### src/verilog/spfc_pkg.sv
package spfc_pkg;

  // ----------------------------------------------------------------------
  // Control and status register bit positions
  // ----------------------------------------------------------------------
  localparam int SPFC_BIT_IE = 7;
  localparam int SPFC_BIT_BUSY = 6;
  localparam int SPFC_BIT_SIG = 5;
  localparam int SPFC_BIT_REEN = 4;
  localparam int SPFC_BIT_LOCK = 3;
  localparam int SPFC_BIT_PGWR = 2;
  localparam int SPFC_BIT_PGER = 1;
  localparam int SPFC_BIT_EN = 0;
  localparam logic [7:0] SPFC_CSR_RESET = 8'h00;

  // Register offsets on the local register port.
  localparam logic [3:0] SPFC_ADDR_CSR = 4'h0;
  localparam logic [3:0] SPFC_ADDR_EXT = 4'h1;

  // Low five bit command codes; all but SPFC_CMD_REEN are legal.
  localparam logic [4:0] SPFC_CMD_SIG = 5'h11;
  localparam logic [4:0] SPFC_CMD_LOCK = 5'h09;
  localparam logic [4:0] SPFC_CMD_PGWR = 5'h05;
  localparam logic [4:0] SPFC_CMD_PGER = 5'h03;
  localparam logic [4:0] SPFC_CMD_FILL = 5'h01;
  localparam logic [4:0] SPFC_CMD_REEN = 5'h11 ^ 5'h01 ^ 5'h10 ^ 5'h10;

  // Arming windows in clock cycles.
  localparam logic [2:0] SPFC_STORE_WIN = 3'h4;
  localparam logic [2:0] SPFC_LOAD_WIN = 3'h3;

  // Page geometry: word-in-page bits and buffer size.
  localparam int SPFC_WORD_BITS = 7;
  localparam int SPFC_BUF_WORDS = 128;

  // Reset vector when the boot reset fuse is unprogrammed.
  localparam logic [16:0] SPFC_APP_VECTOR = 17'h00000;

  // Default flash operation time in cycles.
  localparam int SPFC_OP_CYCLES = 100;

  typedef enum logic [2:0] {
    SPFC_IDLE,
    SPFC_ARMED,
    SPFC_BUSY
  } spfc_state_e;

endpackage

### src/verilog/spfc_buf_mem.sv
// Temporary page buffer: one word per location, registered read data.
module spfc_buf_mem
  import spfc_pkg::*;
(
  input wire logic clk_in,
  input wire logic we_in,
  input wire logic [SPFC_WORD_BITS-1:0] waddr_in,
  input wire logic [15:0] wdata_in,
  input wire logic [SPFC_WORD_BITS-1:0] raddr_in,
  output logic [15:0] rdata_out
);

  logic [15:0] mem [SPFC_BUF_WORDS];

  // Write port and registered read port.
  always_ff @(posedge clk_in) begin
    if (we_in) begin
      mem[waddr_in] <= wdata_in;
    end
    rdata_out <= mem[raddr_in];
  end

endmodule

### src/verilog/spfc_top.sv
// Contract
// - Boot fuse selects application or boot vector.
// - Software cannot alter fuse values.
// - Ready interrupt while enabled, global, idle.
// - Erase/write of an RWW page sets busy, blocks section.
// - Busy cleared by re-enable or fill.
// - Re-enable armed four cycles; refused busy.
// - Re-enable during fill discards buffer.
// - Signature read by load, store ignored.
// - Lock set programs lock bits from R0.
// - Lock flag clears on done or timeout.
// - Load after lock arm returns lock/fuse.
// - Page write stores buffer to page; code only pulses the write, buffer data not output.
// - Write flag clears; halt for NO_READ_WHILE_WRITE_SECTION page.
// - Erase page; clear flag; halt NO_READ_WHILE_WRITE_SECTION.
// - Fill stores R1:R0 at pointer word.
// - Store enable lasts four cycles, auto-clears.
// - Store enable held during erase/write.
// - Only five command codes take effect.
// - Pointer is extended, high, low bytes.
// - Address latched when operation starts.
// - Loads address flash by byte via Z0.
// - Buffer cleared after write, re-enable, reset.
// - EEPROM write blocks programming and reads.
// - Zero R0 bits 5..2 program lock bits.
//
// The implementer's own choices: the address map and strobed register access.
module spfc_top
  import spfc_pkg::*;
#(
  parameter logic [16:0] BOOT_VECTOR = 17'h1f000,
  parameter logic [16:0] NO_READ_WHILE_WRITE_SECTION_START = 17'h1e000,
  parameter int OP_CYCLES = SPFC_OP_CYCLES
) (
  input wire logic clk_sys_in,
  input wire logic resetn_in,
  input wire logic [3:0] reg_addr_in,
  input wire logic [7:0] reg_wdata_in,
  input wire logic reg_wr_in,
  input wire logic reg_rd_in,
  output logic [7:0] reg_rdata_out,
  input wire logic store_in,
  input wire logic load_in,
  input wire logic [15:0] pointer_in,
  input wire logic [7:0] r0_in,
  input wire logic [7:0] r1_in,
  input wire logic global_ie_in,
  input wire logic eeprom_busy_in,
  input wire logic boot_reset_fuse_in,
  input wire logic [7:0] fuse_low_in,
  input wire logic [7:0] signature_in,
  output logic [7:0] load_data_out,
  output logic load_valid_out,
  output logic ready_irq_out,
  output logic rww_blocked_out,
  output logic cpu_halt_out,
  output logic [16:0] reset_vector_out,
  output logic flash_erase_out,
  output logic flash_write_out,
  output logic [16:0] flash_page_addr_out,
  output logic [3:0] boot_lock_out
);

  // ----------------------------------------------------------------------
  // Reset synchroniser
  // ----------------------------------------------------------------------
  logic rst_meta;
  logic rst_n;

  // Release the asynchronous reset through two flip-flops.
  always_ff @(posedge clk_sys_in or negedge resetn_in) begin
    if (!resetn_in) begin
      rst_meta <= 1'b0;
      rst_n <= 1'b0;
    end else begin
      rst_meta <= 1'b1;
      rst_n <= rst_meta;
    end
  end

  // ----------------------------------------------------------------------
  // Pin synchronisers
  // ----------------------------------------------------------------------
  logic [1:0] ee_sync;
  logic [1:0] fuse_sync;

  // EEPROM busy and the fuse level come from outside this clock.
  always_ff @(posedge clk_sys_in or negedge rst_n) begin
    if (!rst_n) begin
      ee_sync <= 2'h0;
      fuse_sync <= 2'h3;
    end else begin
      ee_sync <= {ee_sync[0], eeprom_busy_in};
      fuse_sync <= {fuse_sync[0], boot_reset_fuse_in};
    end
  end

  // ----------------------------------------------------------------------
  // Command state
  // ----------------------------------------------------------------------
  function automatic logic legal_cmd(input logic [4:0] c);
    legal_cmd = (c == SPFC_CMD_SIG) || (c == SPFC_CMD_LOCK) ||
                (c == SPFC_CMD_PGWR) || (c == SPFC_CMD_PGER) ||
                (c == SPFC_CMD_FILL);
  endfunction

  spfc_state_e state;
  spfc_state_e next_state;
  logic ie;
  logic next_ie;
  logic busy;
  logic next_busy;
  logic [4:0] cmd;
  logic [4:0] next_cmd;
  logic reen;
  logic next_reen;
  logic [2:0] win;
  logic [2:0] next_win;
  logic [15:0] op_cnt;
  logic [15:0] next_op_cnt;
  logic [16:0] page;
  logic [16:0] next_page;
  logic [7:0] ext;
  logic [7:0] next_ext;
  logic [3:0] lock;
  logic [3:0] next_lock;
  logic [SPFC_BUF_WORDS-1:0] filled;
  logic [SPFC_BUF_WORDS-1:0] next_filled;
  logic halt;
  logic next_halt;
  logic do_erase;
  logic do_write;
  logic buf_we;
  logic [23:0] zptr;
  logic [16:0] word_addr;
  logic [SPFC_WORD_BITS-1:0] widx;
  logic wr_csr;
  logic [4:0] wr_cmd;
  logic [15:0] buf_rdata;

  // Full pointer: extended, high and low bytes.
  assign zptr = {ext, pointer_in};
  assign word_addr = zptr[17:1];
  assign widx = word_addr[SPFC_WORD_BITS-1:0];
  assign wr_csr = reg_wr_in && (reg_addr_in == SPFC_ADDR_CSR);
  assign wr_cmd = reg_wdata_in[4:0];

  // Next-state logic for the command sequencer.
  always_comb begin
    next_state = state;
    next_ie = ie;
    next_busy = busy;
    next_cmd = cmd;
    next_reen = reen;
    next_win = win;
    next_op_cnt = op_cnt;
    next_page = page;
    next_ext = ext;
    next_lock = lock;
    next_filled = filled;
    next_halt = halt;
    do_erase = 1'b0;
    do_write = 1'b0;
    buf_we = 1'b0;
    if (reg_wr_in && (reg_addr_in == SPFC_ADDR_EXT)) begin
      next_ext = reg_wdata_in;
    end
    if (wr_csr) begin
      next_ie = reg_wdata_in[SPFC_BIT_IE];
    end
    case (state)
      SPFC_IDLE: begin
        // Arm only on a legal code and no EEPROM write.
        if (wr_csr && !ee_sync[1]) begin
          if (legal_cmd(wr_cmd) && wr_cmd != 5'h11) begin
            next_state = SPFC_ARMED;
            // The signature bit rides on the plain enable code.
            next_cmd = (wr_cmd == SPFC_CMD_FILL &&
                        reg_wdata_in[SPFC_BIT_SIG]) ? SPFC_CMD_SIG : wr_cmd;
            next_reen = 1'b0;
            next_win = SPFC_STORE_WIN;
          end
          if (wr_cmd == 5'h11) begin
            // Writing the re-enable clears the buffer and arms a store.
            next_filled = '0;
            next_state = SPFC_ARMED;
            next_cmd = 5'h11;
            next_reen = 1'b1;
            next_win = SPFC_STORE_WIN;
          end
        end
      end
      SPFC_ARMED: begin
        next_win = win - 3'h1;
        if (store_in) begin
          next_state = SPFC_IDLE;
          if (reen) begin
            next_busy = 1'b0;
          end else if (cmd == SPFC_CMD_LOCK) begin
            next_lock = lock & r0_in[5:2];
          end else if (cmd == SPFC_CMD_FILL) begin
            next_busy = 1'b0;
            if (!filled[widx]) begin
              buf_we = 1'b1;
              next_filled[widx] = 1'b1;
            end
          end else if (cmd == SPFC_CMD_PGER || cmd == SPFC_CMD_PGWR) begin
            next_page = word_addr;
            next_state = SPFC_BUSY;
            next_op_cnt = 16'(OP_CYCLES);
            next_busy = word_addr < NO_READ_WHILE_WRITE_SECTION_START;
            next_halt = word_addr >= NO_READ_WHILE_WRITE_SECTION_START;
            do_erase = cmd == SPFC_CMD_PGER;
            do_write = cmd == SPFC_CMD_PGWR;
          end
          // Signature arming: store has no effect.
          if (cmd == SPFC_CMD_SIG && !reen) begin
            next_state = SPFC_IDLE;
          end
        end else if (load_in && (cmd == SPFC_CMD_SIG ||
                                 cmd == SPFC_CMD_LOCK) &&
                     win > (SPFC_STORE_WIN - SPFC_LOAD_WIN)) begin
          next_state = SPFC_IDLE;
        end else if (win == 3'h1) begin
          next_state = SPFC_IDLE;
        end
      end
      SPFC_BUSY: begin
        next_op_cnt = op_cnt - 16'h1;
        if (op_cnt == 16'h1) begin
          next_state = SPFC_IDLE;
          next_halt = 1'b0;
          if (cmd == SPFC_CMD_PGWR) begin
            next_filled = '0;
          end
        end
      end
      default: next_state = SPFC_IDLE;
    endcase
    if (halt) begin
      next_busy = next_busy & (next_page >= NO_READ_WHILE_WRITE_SECTION_START) ? busy : next_busy;
    end
  end

  // Command sequencer registers.
  always_ff @(posedge clk_sys_in or negedge rst_n) begin
    if (!rst_n) begin
      state <= SPFC_IDLE;
      ie <= 1'b0;
      busy <= 1'b0;
      cmd <= 5'h00;
      reen <= 1'b0;
      win <= 3'h0;
      op_cnt <= 16'h0;
      page <= 17'h0;
      ext <= 8'h00;
      lock <= 4'hf;
      filled <= '0;
      halt <= 1'b0;
    end else begin
      state <= next_state;
      ie <= next_ie;
      busy <= next_busy;
      cmd <= next_cmd;
      reen <= next_reen;
      win <= next_win;
      op_cnt <= next_op_cnt;
      page <= next_page;
      ext <= next_ext;
      lock <= next_lock;
      filled <= next_filled;
      halt <= next_halt;
    end
  end

  spfc_buf_mem u_buf (
    .clk_in(clk_sys_in),
    .we_in(buf_we),
    .waddr_in(widx),
    .wdata_in({r1_in, r0_in}),
    .raddr_in(widx),
    .rdata_out(buf_rdata)
  );

  // ----------------------------------------------------------------------
  // Outputs and register read
  // ----------------------------------------------------------------------
  logic [7:0] csr_view;
  logic [7:0] next_rdata;
  logic [7:0] next_ldata;
  logic next_lvalid;
  logic lock_read;

  // Status view: store enable shows arming and the busy operation.
  always_comb begin
    csr_view = 8'h00;
    csr_view[SPFC_BIT_IE] = ie;
    csr_view[SPFC_BIT_BUSY] = busy;
    if (state != SPFC_IDLE) begin
      csr_view[4:1] = reen ? 4'h8 : cmd[4:1];
      csr_view[SPFC_BIT_EN] = 1'b1;
      // Signature arming shows its own bit, not the re-enable bit.
      if (cmd == SPFC_CMD_SIG && !reen) begin
        csr_view[4:1] = 4'h0;
        csr_view[SPFC_BIT_SIG] = 1'b1;
      end
    end
  end

  // Load answers for lock, fuse and signature reads.
  assign lock_read = (state == SPFC_ARMED) && load_in && !ee_sync[1] &&
                     win > (SPFC_STORE_WIN - SPFC_LOAD_WIN);

  always_comb begin
    next_rdata = 8'h00;
    if (reg_rd_in && reg_addr_in == SPFC_ADDR_CSR) begin
      next_rdata = csr_view;
    end else if (reg_rd_in && reg_addr_in == SPFC_ADDR_EXT) begin
      next_rdata = ext;
    end
    next_ldata = 8'h00;
    next_lvalid = 1'b0;
    if (lock_read && cmd == SPFC_CMD_LOCK && !reen) begin
      next_lvalid = 1'b1;
      // Z0 picks lock bits or the fuse byte.
      next_ldata = zptr[0] ? {2'h3, lock, 2'h3} : fuse_low_in;
    end else if (lock_read && cmd == SPFC_CMD_SIG && !reen) begin
      next_lvalid = 1'b1;
      next_ldata = signature_in;
    end
  end

  // All top outputs are registered.
  always_ff @(posedge clk_sys_in or negedge rst_n) begin
    if (!rst_n) begin
      reg_rdata_out <= 8'h00;
      load_data_out <= 8'h00;
      load_valid_out <= 1'b0;
      ready_irq_out <= 1'b0;
      rww_blocked_out <= 1'b0;
      cpu_halt_out <= 1'b0;
      reset_vector_out <= SPFC_APP_VECTOR;
      flash_erase_out <= 1'b0;
      flash_write_out <= 1'b0;
      flash_page_addr_out <= 17'h0;
      boot_lock_out <= 4'hf;
    end else begin
      reg_rdata_out <= next_rdata;
      load_data_out <= next_ldata;
      load_valid_out <= next_lvalid;
      ready_irq_out <= next_ie && global_ie_in &&
                       (next_state == SPFC_IDLE);
      rww_blocked_out <= next_busy;
      cpu_halt_out <= next_halt;
      // Fuse only from its pin; software has no path to it.
      reset_vector_out <= fuse_sync[1] ? SPFC_APP_VECTOR : BOOT_VECTOR;
      flash_erase_out <= do_erase;
      flash_write_out <= do_write;
      flash_page_addr_out <= next_page & ~17'(SPFC_BUF_WORDS - 1);
      boot_lock_out <= next_lock;
    end
  end
endmodule
### config.mk
export PLATFORM = sky130hd
export DESIGN_NAME = spfc_top
export DESIGN_NICKNAME = d
export VERILOG_FILES = /design/src/verilog/spfc_pkg.sv /design/src/verilog/spfc_buf_mem.sv /design/src/verilog/spfc_top.sv
export SDC_FILE = /design/constraint.sdc
export NUM_CORES = 1
export LEC_CHECK = 0
export BUFFER_PORTS_ARGS = -buffer_cell sky130_fd_sc_hd__buf_2
export CAP_MARGIN = 25
export CORE_UTILIZATION = 54
export DETAILED_ROUTE_END_ITERATION = 16
export GPL_TIMING_DRIVEN = 0
export PLACE_DENSITY = 0.85
export REMOVE_ABC_BUFFERS = 1
export SYNTH_ARGS = -nofsm -noshare
export SYNTH_HDL_FRONTEND = slang
export SYNTH_SLANG_ARGS = --single-unit
### constraint.sdc
create_clock -name clk_sys_in -period 5.2 [get_ports clk_sys_in]
set_clock_uncertainty 0.05 [all_clocks]
set_input_delay 0.26 -clock clk_sys_in [delete_from_list [all_inputs] [get_ports clk_sys_in]]
set_output_delay 0.26 -clock clk_sys_in [all_outputs]
set_load 0.1 [all_outputs]
==> results.py, run 1 <==
metrics = {
    "status": {
        "status": "complete, but fails checks",
        "violations": "DRC",
    },
    "synthesis": {
        "ys_seq_area_frac": 0.534,
        "synth-main-ff-cell": "dfrtp_1",
        "ys_top_cells_by_area": "dfrtp_1 (49%), buf_4 (6.6%), nand2_1 (4.5%)",
        "synth_most_common_cell": "dfrtp_1",
        "synth_common_cells": "dfrtp_1 (74), nand2_1 (45), buf_4 (33)",
        "yosysTopAreaCell": "dfrtp_1",
        "syn_avg_cell_area_um2": 10.9,
        "ys_ff_latch": 80,
        "synth_edf_count": 0,
        "async_flop_share": 1.00,
        "synth_cell_type_count": 55,
        "synth_area_um2": 3760,
        "synthCells": 345,
        "ys_warn_count": 0,
        "yosys.area.top_type_share": 0.493,
    },
    "layout": {
        "fin_cells": 511,
        "area_growth_pct": 15.9,
        "multi_input_area_um2": 1500,
        "fill_cells": 531,
        "antenna_cells": 0,
        "drive_gt1_frac": 0.318,
        "regArea_um2": 2010,
        "nets": 499,
    },
    "critical_path": {
        "critPathKind": "register to register",
        "cp.required_ns": 5.39,
        "crit_fanout": 19,
        "cp-start-kind": "register",
        "rrSetupSlack_ns": 2.74,
        "critPathCaptureType": "register",
        "arrival_ns": 2.65,
    },
    "placement": {
        "dp_cells": 492,
        "pre_cts_slack_ns": 2.81,
        "dpl.hpwl_um": 5440,
        "io_buffers": 90,
        "globalplace.congestion": 0.755,
    },
    "cts": {
        "cts_root_buf": "clkbuf_8",
        "cts_resized": 0,
        "cts_buffers": 9,
        "clock_latency_ns": 0.36,
        "clk_pin_slew_worst_paths_ns": 0.09,
        "tritoncts": "built",
        "cts_hold_buf": 3,
        "cts.sinks": 80,
        "htree_levels": 3,
        "post_cts_buffers": 0,
        "clk_path_buf_depth": 2,
    },
    "pwr": {
        "internal_power_uw": 921,
        "switchingPower_uw": 389,
        "pwr-share-seq": 0.513,
        "clockPowerShare": 0.352,
        "cellLeakagePower_nw": 2.12,
        "p_total_mw": 1.31,
        "p_per_area_nw_per_um2": 301,
        "peakVddDrop_mv": 0.205,
        "switching_share": 0.297,
        "pwr-share-comb": 0.135,
    },
    "sta": {
        "worst_slew_pin_slew_ns": 0.791,
        "period_share": 0.472,
        "fmax_ghz": 0.407,
        "setup_viol": 0,
        "relSlewSlack": 0.459,
        "grt_setup_unrepaired": "false",
        "worst_slack_ns": 2.74,
        "fin_tns_setup_ns": 0,
        "timing.hold.ws_ns": 0.0457,
        "period_minus_slack_ns": 2.46,
        "finalHoldViolations": 0,
        "maxSlewViolCount": 0,
    },
    "floorplan": {
        "die_area_um2": 7300,
        "die_y_um": 85.4,
        "num_rows": 30,
        "ioPinCount": 129,
        "core-area_um2": 6760,
        "initial_core_util": 0.556,
        "die_width_um": 85.4,
    },
    "global_routing": {
        "overflow": 0,
        "antenna_found_initial": 0,
        "grt_pass1_wl_um": 12500,
        "grt_usage": 0.223,
        "grt_max_degree": 59,
        "grt_pass1_vias": 2616,
    },
    "route": {
        "drtPass1Iterations": 10,
        "drt-initial-drc-count": 234,
        "routed_wirelength_um": 7580,
        "vias": 2818,
        "route.detailed.drc": 1,
        "postRouteAntennaNets": 0,
        "via_per_inst": 5.51,
        "routedWlPerCell_um": 14.8,
    },
    "hold_path": {
        "hold_path_class": "input pin to register",
    },
    "flow_run": {
        "maxCapViolCount": 0,
    },
}
[routing by layer]
layer | wire length [um] | up-vias | global-route usage | part of all wire
met4 | 138 | 0 | 0.0864 | 0.018
met5 | 0 | - | 0 | 0
met2 | 3710 | 112 | 0.342 | 0.49
li1 | - | 1343 | - | -
met3 | 461 | 12 | 0.0593 | 0.061
met1 | 3270 | 1351 | 0.304 | 0.43
[worst max-delay path, cell delays in order (launching register included)]
cell     delay [ns]
dfrtp_1        0.46
nor4b_1        0.61
and4_1         0.76
o22ai_1        0.22
a32o_1         0.25
[placed cells by master, fill, tap and decap left out, types with 4 or more instances in the layout]
master	netlist	routed
mux2i_1	6	6
a21oi_1	9	9
mux2_2	12	12
or3_1	4	4
ha_1	4	4
nor2_1	17	17
conb_1	2	21
mux2_1	4	4
xor2_1	4	4
o21a_1	4	4
a22o_1	7	7
dfstp_2	6	6
nand3_1	11	11
o31ai_1	6	6
nor4_1	4	4
a32o_1	5	5
dfrtp_1	74	73
o21ai_0	11	11
clkbuf_8	0	9
buf_2	3	90
or4_1	8	8
inv_1	10	10
nand2_1	45	45
[per-stage QoR]
stage	cell area (um2)	util
global route	4360	0.645
CTS	4360	0.645
global placement	4090	0.606
finish	4360	0.645
detailed placement	4120	0.610
floorplan	3540	-
[path summary, 6_finish.rpt]
check / depth (start not counted) / to / from
max reg2reg: 4 / cpu_halt_out / cmd[3]
max in group asynchronous: 1 / boot_lock_out[2] / rst_n
min reg2reg: 0 / page[9] / rst_n
min: 3 / page[9] / pointer_in[10]
min in group asynchronous: 2 / rst_n / resetn_in
max: 4 / cpu_halt_out / cmd[3]
[flip-flops by register name, indices dropped and copies added, names as in the netlist, 4 cells and up]
signal / count
cmd: 5
page: 9
load_data_out: 8
boot_lock_out: 4
ext: 8
op_cnt: 16
reg_rdata_out: 8
[power by group through the flow]
stage / sequential [mW] / clock (mW) / combinational (mW)
floorplan: 0.713 / 0 / 0.0986
global placement: 0.691 / 0 / 0.161
detailed placement: 0.684 / 0 / 0.175
CTS: 0.672 / 0.475 / 0.178
global route: 0.676 / 0.502 / 0.189
finish: 0.672 / 0.462 / 0.177
[layout make-up]
type,instances,area share
clock buffer,9,0.0284
clock inverter,7,0.0184
inverter,10,0.00861
multi-input combinational,231,0.343
sequential,80,0.462
tap,80,0.0230
timing repair buffer,94,0.117
[kinds of logic after synthesis]
| logic type | Yosys count | synth area share |
|---|---|---|
| other | 2 | 0.00200 |
| xor gates and xnor gates | 6 | 0.0140 |
| DFF | 80 | 0.534 |
| adders and majority gates | 4 | 0.0133 |
| muxes | 22 | 0.0639 |
| and+or+nand+nor | 123 | 0.178 |
| AOI/OAI and AO/OA | 55 | 0.107 |
| buffers and inverters | 53 | 0.0869 |
(Power assumes the default switching activity.)
==> run 2, diff against run 1 <==
--- a/config.mk
+++ b/config.mk
@@ -7,10 +7,10 @@
 export LEC_CHECK = 0
 export BUFFER_PORTS_ARGS = -buffer_cell sky130_fd_sc_hd__buf_2
 export CAP_MARGIN = 25
-export CORE_UTILIZATION = 54
+export CORE_UTILIZATION = 45
 export DETAILED_ROUTE_END_ITERATION = 16
 export GPL_TIMING_DRIVEN = 0
-export PLACE_DENSITY = 0.85
+export PLACE_DENSITY = 0.76
 export REMOVE_ABC_BUFFERS = 1
 export SYNTH_ARGS = -nofsm -noshare
 export SYNTH_HDL_FRONTEND = slang
==> constraint.sdc (replaced) <==
create_clock -name clk_sys_in -period 2 [get_ports clk_sys_in]
set_clock_uncertainty 0.05 [all_clocks]
set_input_delay 0.1 -clock clk_sys_in [delete_from_list [all_inputs] [get_ports clk_sys_in]]
set_output_delay 0.1 -clock clk_sys_in [all_outputs]
set_load 0.1 [all_outputs]
==> run 2 against run 1 <==
  * The run now ends clean
  * Sequential share of layout area decreased by 5.5 points
  * Final cell count increased by 13%
  * Via count increased by 6.1%
  * Core utilization decreased by 1.8 points
  * Cell area increased by 13%
  * Clock-buffer cell count increased by 3
  * Setup slack got worse by 2.7 ns
  * Critical path depth increased by 2
  * Power increased to 2.6 times the previous value
  * Critical endpoint is now ready_irq_out
==> results.py, run 2 (synthesis gave the netlist of run 1 again) <==
metrics = {
    "layout": {
        "final_common_cell": "buf_2",
        "largest_register_ffs": 16,
        "final_cell_mix": "buf_2 (90), dfrtp_1 (72), nand2_1 (45), dlygate4sd3_1 (37), conb_1 (21)",
        "area_growth_pct": 31.5,
        "antenna_cells": 0,
        "drive_gt1_frac": 0.342,
        "fin_cells": 579,
        "multi_input_area_um2": 1620,
        "top_register": "op_cnt",
        "regArea_um2": 2010,
        "reg_top3": "op_cnt (16), page (9)",
        "utilization": 0.627,
        "nets": 546,
        "fill_cells": 630,
    },
    "hold_path": {
        "min_from": "store_in",
        "hold_path_class": "input pin to register",
    },
    "flow_run": {
        "maxCapViolCount": 0,
    },
    "route": {
        "postRouteAntennaNets": 0,
        "route.detailed.drc": 0,
        "routed_wirelength_um": 8350,
        "drtPass1Iterations": 4,
        "vias": 2990,
        "routedWlPerCell_um": 14.4,
        "drt-initial-drc-count": 96,
        "via_per_inst": 5.16,
    },
    "cts": {
        "htree_levels": 3,
        "clk_pin_slew_worst_paths_ns": 0.08,
        "tritoncts": "built",
        "clock_latency_ns": 0.36,
        "cts_buffers": 9,
        "clk_path_buf_depth": 2,
        "cts_root_buf": "clkbuf_8",
        "cts.sinks": 80,
    },
    "sta": {
        "fmax_ghz": 0.503,
        "relSlewSlack": 0.449,
        "period_share": 0.994,
        "worst_slew_pin_slew_ns": 0.819,
        "worst_slack_ns": 0.0121,
        "grt_setup_unrepaired": "true",
        "setup_viol": 0,
        "period_minus_slack_ns": 1.99,
        "finalHoldViolations": 0,
        "maxSlewViolCount": 0,
        "fin_tns_setup_ns": 0,
    },
    "global_routing": {
        "grt_pass1_wl_um": 13700,
        "overflow": 0,
        "grt_pass1_vias": 3076,
        "grt_max_degree": 63,
        "antenna_found_initial": 0,
        "grt_usage": 0.204,
    },
    "floorplan": {
        "die_y_um": 93.4,
        "die_width_um": 93.4,
        "die_area_um2": 8720,
        "num_rows": 32,
        "initial_core_util": 0.477,
        "core-area_um2": 7890,
        "ioPinCount": 129,
    },
    "placement": {
        "pre_cts_slack_ns": -0.382,
        "dp_cells": 514,
        "io_buffers": 90,
        "globalplace.congestion": 0.771,
        "dpl.hpwl_um": 5320,
    },
    "critical_path": {
        "critPathKind": "register to register",
        "worstSetupStartpoint": "win[1]",
        "critPathCaptureType": "register",
        "cp-start-kind": "register",
        "r2r-start": "win[1]",
        "cp.required_ns": 2.20,
        "arrival_ns": 2.19,
        "crit_fanout": 3,
    },
    "pwr": {
        "p_per_area_nw_per_um2": 698,
        "cellLeakagePower_nw": 2.38,
        "p_total_mw": 3.45,
        "peakVddDrop_mv": 0.359,
    },
    "status": {
        "status": "complete, no violations",
    },
}
==> run 2: cell types whose count changed in the layout (fill, tap and decap cells not counted), moves of 2 or more <==
| cell | before | now |
|---|---|---|
| nor4b_2 | 0 | 2 |
| nor4b_1 | 2 | 0 |
| dlygate4sd3_1 | 3 | 37 |
| clkbuf_1 | 0 | 2 |
| buf_4 | 0 | 12 |
| or3_4 | 0 | 2 |
| or3_1 | 4 | 2 |
| nor3b_4 | 0 | 2 |
==> run 2: report_power, final <==
part,internal (mW),switching [mW]
Combinational,0.167,0.362
Sequential,1.69,0.0635
Clock,0.606,0.564
==> run 2: through the flow <==
step | hold WS (ns) | area (um2)
floorplan | -0.246 | 3540
global placement | -0.164 | 4120
detailed placement | -0.163 | 4150
CTS | 0.00463 | 4820
global route | 0.0261 | 4950
finish | 0.0232 | 4950
==> run 2: path summary, 6_finish.rpt <==
path                                           end  slack (ns)  depth (start not counted)
max                                  ready_irq_out        0.01                          6
min                                flash_write_out        0.02                          3
max reg2reg                          ready_irq_out        0.01                          6
min reg2reg                flash_page_addr_out[16]        0.15                          0
max in group asynchronous             fuse_sync[0]        1.13                          1
min in group asynchronous  flash_page_addr_out[16]        0.15                          0
==> run 2: layer usage <==
metal / vias up / routed length, um / global-route usage
met5: - / 0 / 0
met4: 0 / 98 / 0.0654
met3: 10 / 527 / 0.0585
met2: 117 / 4210 / 0.360
met1: 1439 / 3510 / 0.237
li1: 1424 / - / -
==> run 2: area by class of cell <==
| class | instances | share of cell area |
|---|---|---|
| clock buffer | 12 | 0.0293 |
| clock inverter | 3 | 0.00885 |
| inverter | 10 | 0.00759 |
| multi-input combinational | 231 | 0.327 |
| sequential | 80 | 0.407 |
| tap | 102 | 0.0258 |
| timing repair buffer | 141 | 0.194 |
==> run 2: worst max-delay path, cell delays in order, from the launching register on <==
cell	delay, ns
dfrtp_1	0.44
inv_2	0.07
ha_1	0.21
o21bai_4	0.22
a2111oi_4	0.42
o32ai_2	0.17
nor4b_2	0.31
==> run 2: what timing repair did <==
| action | 4_1_cts | 5_1_grt |
|---|---|---|
| pin swaps | 4 | 9 |
| endpoints found under the setup margin | 44 | 21 |
| hold endpoints to repair | 37 | 0 |
| hold buffers | 37 | 0 |
| buffers inserted | 4 | 9 |
| resized for setup | 14 | 11 |
==> run 3, diff against run 2 <==
--- a/config.mk
+++ b/config.mk
@@ -7,6 +7,7 @@
 export LEC_CHECK = 0
 export BUFFER_PORTS_ARGS = -buffer_cell sky130_fd_sc_hd__buf_2
 export CAP_MARGIN = 25
+export CORE_MARGIN = 2
 export CORE_UTILIZATION = 45
 export DETAILED_ROUTE_END_ITERATION = 16
 export GPL_TIMING_DRIVEN = 0
==> run 3 against run 2 <==
  * The run now ends with hold timing left
  * Critical path depth shrank 2
  * Clock-buffer cell count shrank 2
  * Fmax grew 1.8%
  * Highest routed layer unchanged
  * Core utilization shrank 2.0 points
==> results.py, run 3 (synthesis gave the netlist of run 1 again) <==
metrics = {
    "status": {
        "status": "complete, but fails checks",
        "violations": "hold timing",
    },
    "pwr": {
        "pwr-share-seq": 0.469,
        "internal_power_mw": 2.69,
        "p_per_area_nw_per_um2": 750,
        "switchingPower_mw": 1.03,
        "switching_share": 0.278,
        "cellLeakagePower_nw": 2.39,
        "clockPowerShare": 0.390,
        "pwr-share-comb": 0.142,
        "peakVddDrop_mv": 0.444,
    },
    "cts": {
        "clk_path_buf_depth": 2,
        "htree_levels": 3,
        "cts.sinks": 80,
        "clk_pin_slew_worst_paths_ns": 0.08,
        "clock_latency_ns": 0.35,
        "cts_root_buf": "clkbuf_8",
        "cts_buffers": 9,
        "tritoncts": "built",
    },
    "critical_path": {
        "ff2ff_path_depth": 4,
        "cp-start-kind": "register",
        "cpMaxStageDelayCell": "or4_1",
        "rrSetupSlack_ns": 0.05,
        "worstPathCellList": "or3_4 -> or3_1 -> or4_1 -> a21oi_1",
        "critPathCaptureType": "register",
        "critPathKind": "register to register",
        "slowest_delay_ns": 0.48,
        "cp.required_ns": 2.22,
        "arrival_ns": 2.18,
        "r2r-start": "op_cnt[10]",
        "worstSetupStartpoint": "op_cnt[10]",
        "r2r_end": "op_cnt[15]",
        "crit_fanout": 6,
        "critPathTopFamily": "simple AND/OR/NAND/NOR gates",
        "critPathBufInv": 0,
    },
    "route": {
        "route.detailed.drc": 0,
        "via_per_inst": 5.18,
        "drtPass1Iterations": 4,
        "drt-initial-drc-count": 151,
        "postRouteAntennaNets": 0,
        "routed_wirelength_um": 8500,
        "routedWlPerCell_um": 14.6,
        "vias": 3004,
    },
    "hold_path": {
        "hold_path_class": "input pin to register",
        "hold_depth": 3,
        "hold_end": "load_data_out[7]",
        "min_from": "fuse_low_in[7]",
    },
    "sta": {
        "setup_viol": 0,
        "timing.hold.ws_ns": -0.000284,
        "fmax_ghz": 0.512,
        "relSlewSlack": 0.501,
        "maxSlewViolCount": 0,
        "worst_slew_pin_slew_ns": 0.741,
        "period_minus_slack_ns": 1.95,
        "finalHoldViolations": 1,
        "period_share": 0.976,
        "fin_tns_setup_ns": 0,
    },
    "placement": {
        "io_buffers": 90,
        "globalplace.congestion": 0.791,
        "dpl.hpwl_um": 5580,
    },
    "floorplan": {
        "num_rows": 33,
        "ioPinCount": 129,
        "initial_core_util": 0.460,
        "die_width_um": 95.4,
        "die_y_um": 95.4,
        "core-area_um2": 8180,
        "die_area_um2": 9100,
    },
    "layout": {
        "final_common_cell": "buf_2",
        "drive_gt1_frac": 0.339,
        "antenna_cells": 0,
        "nets": 543,
        "reg_top3": "op_cnt (16), page (9)",
        "area_growth_pct": 32.0,
        "final_cell_mix": "buf_2 (90), dfrtp_1 (71), nand2_1 (45), dlygate4sd3_1 (36), conb_1 (21)",
        "top_register": "op_cnt",
        "utilization": 0.607,
        "largest_register_ffs": 16,
    },
    "global_routing": {
        "grt_pass1_wl_um": 13400,
        "overflow": 0,
        "antenna_found_initial": 0,
        "grt_pass1_vias": 2814,
        "grt_usage": 0.191,
        "grt_max_degree": 73,
    },
    "flow_run": {
        "maxCapViolCount": 0,
    },
}
==> run 3: layer usage <==
layer | vias up | GRT usage | routed length (um)
li1 | 1420 | - | -
met1 | 1469 | 0.250 | 3640
met2 | 102 | 0.308 | 4260
met3 | 13 | 0.0316 | 417
met4 | 0 | 0.0988 | 176
met5 | - | 0 | 0
==> run 3: metrics by stage <==
step                      power [mW]  cell area [um2]  setup WS, ns  std cells  hold slack, ns
after floorplan                 2.11             3540         -1.42        321          -0.246
after global placement          2.21             4120         -1.26        516          -0.165
after detailed placement        2.24             4160        -0.407        517          -0.164
after CTS                       3.75             4850       -0.0181        572         0.00444
after global routing            3.86             4960      -0.00105        580          0.0407
final                           3.72             4960        0.0471        580       -0.000284
==> run 3: worst reg2reg max path, stage by stage, from the launching register on <==
cell,delay [ns]
dfrtp_2,0.44
or3_4,0.42
or3_1,0.34
or4_1,0.48
a21oi_1,0.15
==> run 3: worst max-delay path by stage <==
stage	to	slack (ns)	cells past startpoint
after CTS	ready_irq_out	-0.02	6
after global placement	load_data_out[4]	-1.26	0
final	op_cnt[15]	0.05	4
after floorplan	reset_vector_out[12]	-1.42	0
after detailed placement	ready_irq_out	-0.41	4
after global routing	op_cnt[15]	-0.001	4
==> run 3: cell type report <==
type	instances	area [um2]
Fill cell	661	3210
Sequential cell	80	2020
Multi-Input combinational cell	231	1600
Timing Repair Buffer	138	937
Tap cell	105	131
Clock buffer	10	128
Clock inverter	6	116
Inverter	10	37.5
==> run 3: power groups by stage <==
| stage | Combinational (mW) | Clock (mW) | Sequential (mW) |
|---|---|---|---|
| after CTS | 0.522 | 1.48 | 1.74 |
| final | 0.527 | 1.45 | 1.74 |
| after global routing | 0.563 | 1.54 | 1.76 |
| after detailed placement | 0.462 | 0 | 1.77 |
| after floorplan | 0.256 | 0 | 1.85 |
| after global placement | 0.417 | 0 | 1.80 |
==> run 3: timing repair <==
action,4_1_cts,5_1_grt
resized for setup,11,12
gates cloned,0,0
hold buffers,36,0
setup buffers,3,8
pin swaps,2,6
setup endpoints to repair,44,21
endpoints found under the hold margin,37,0
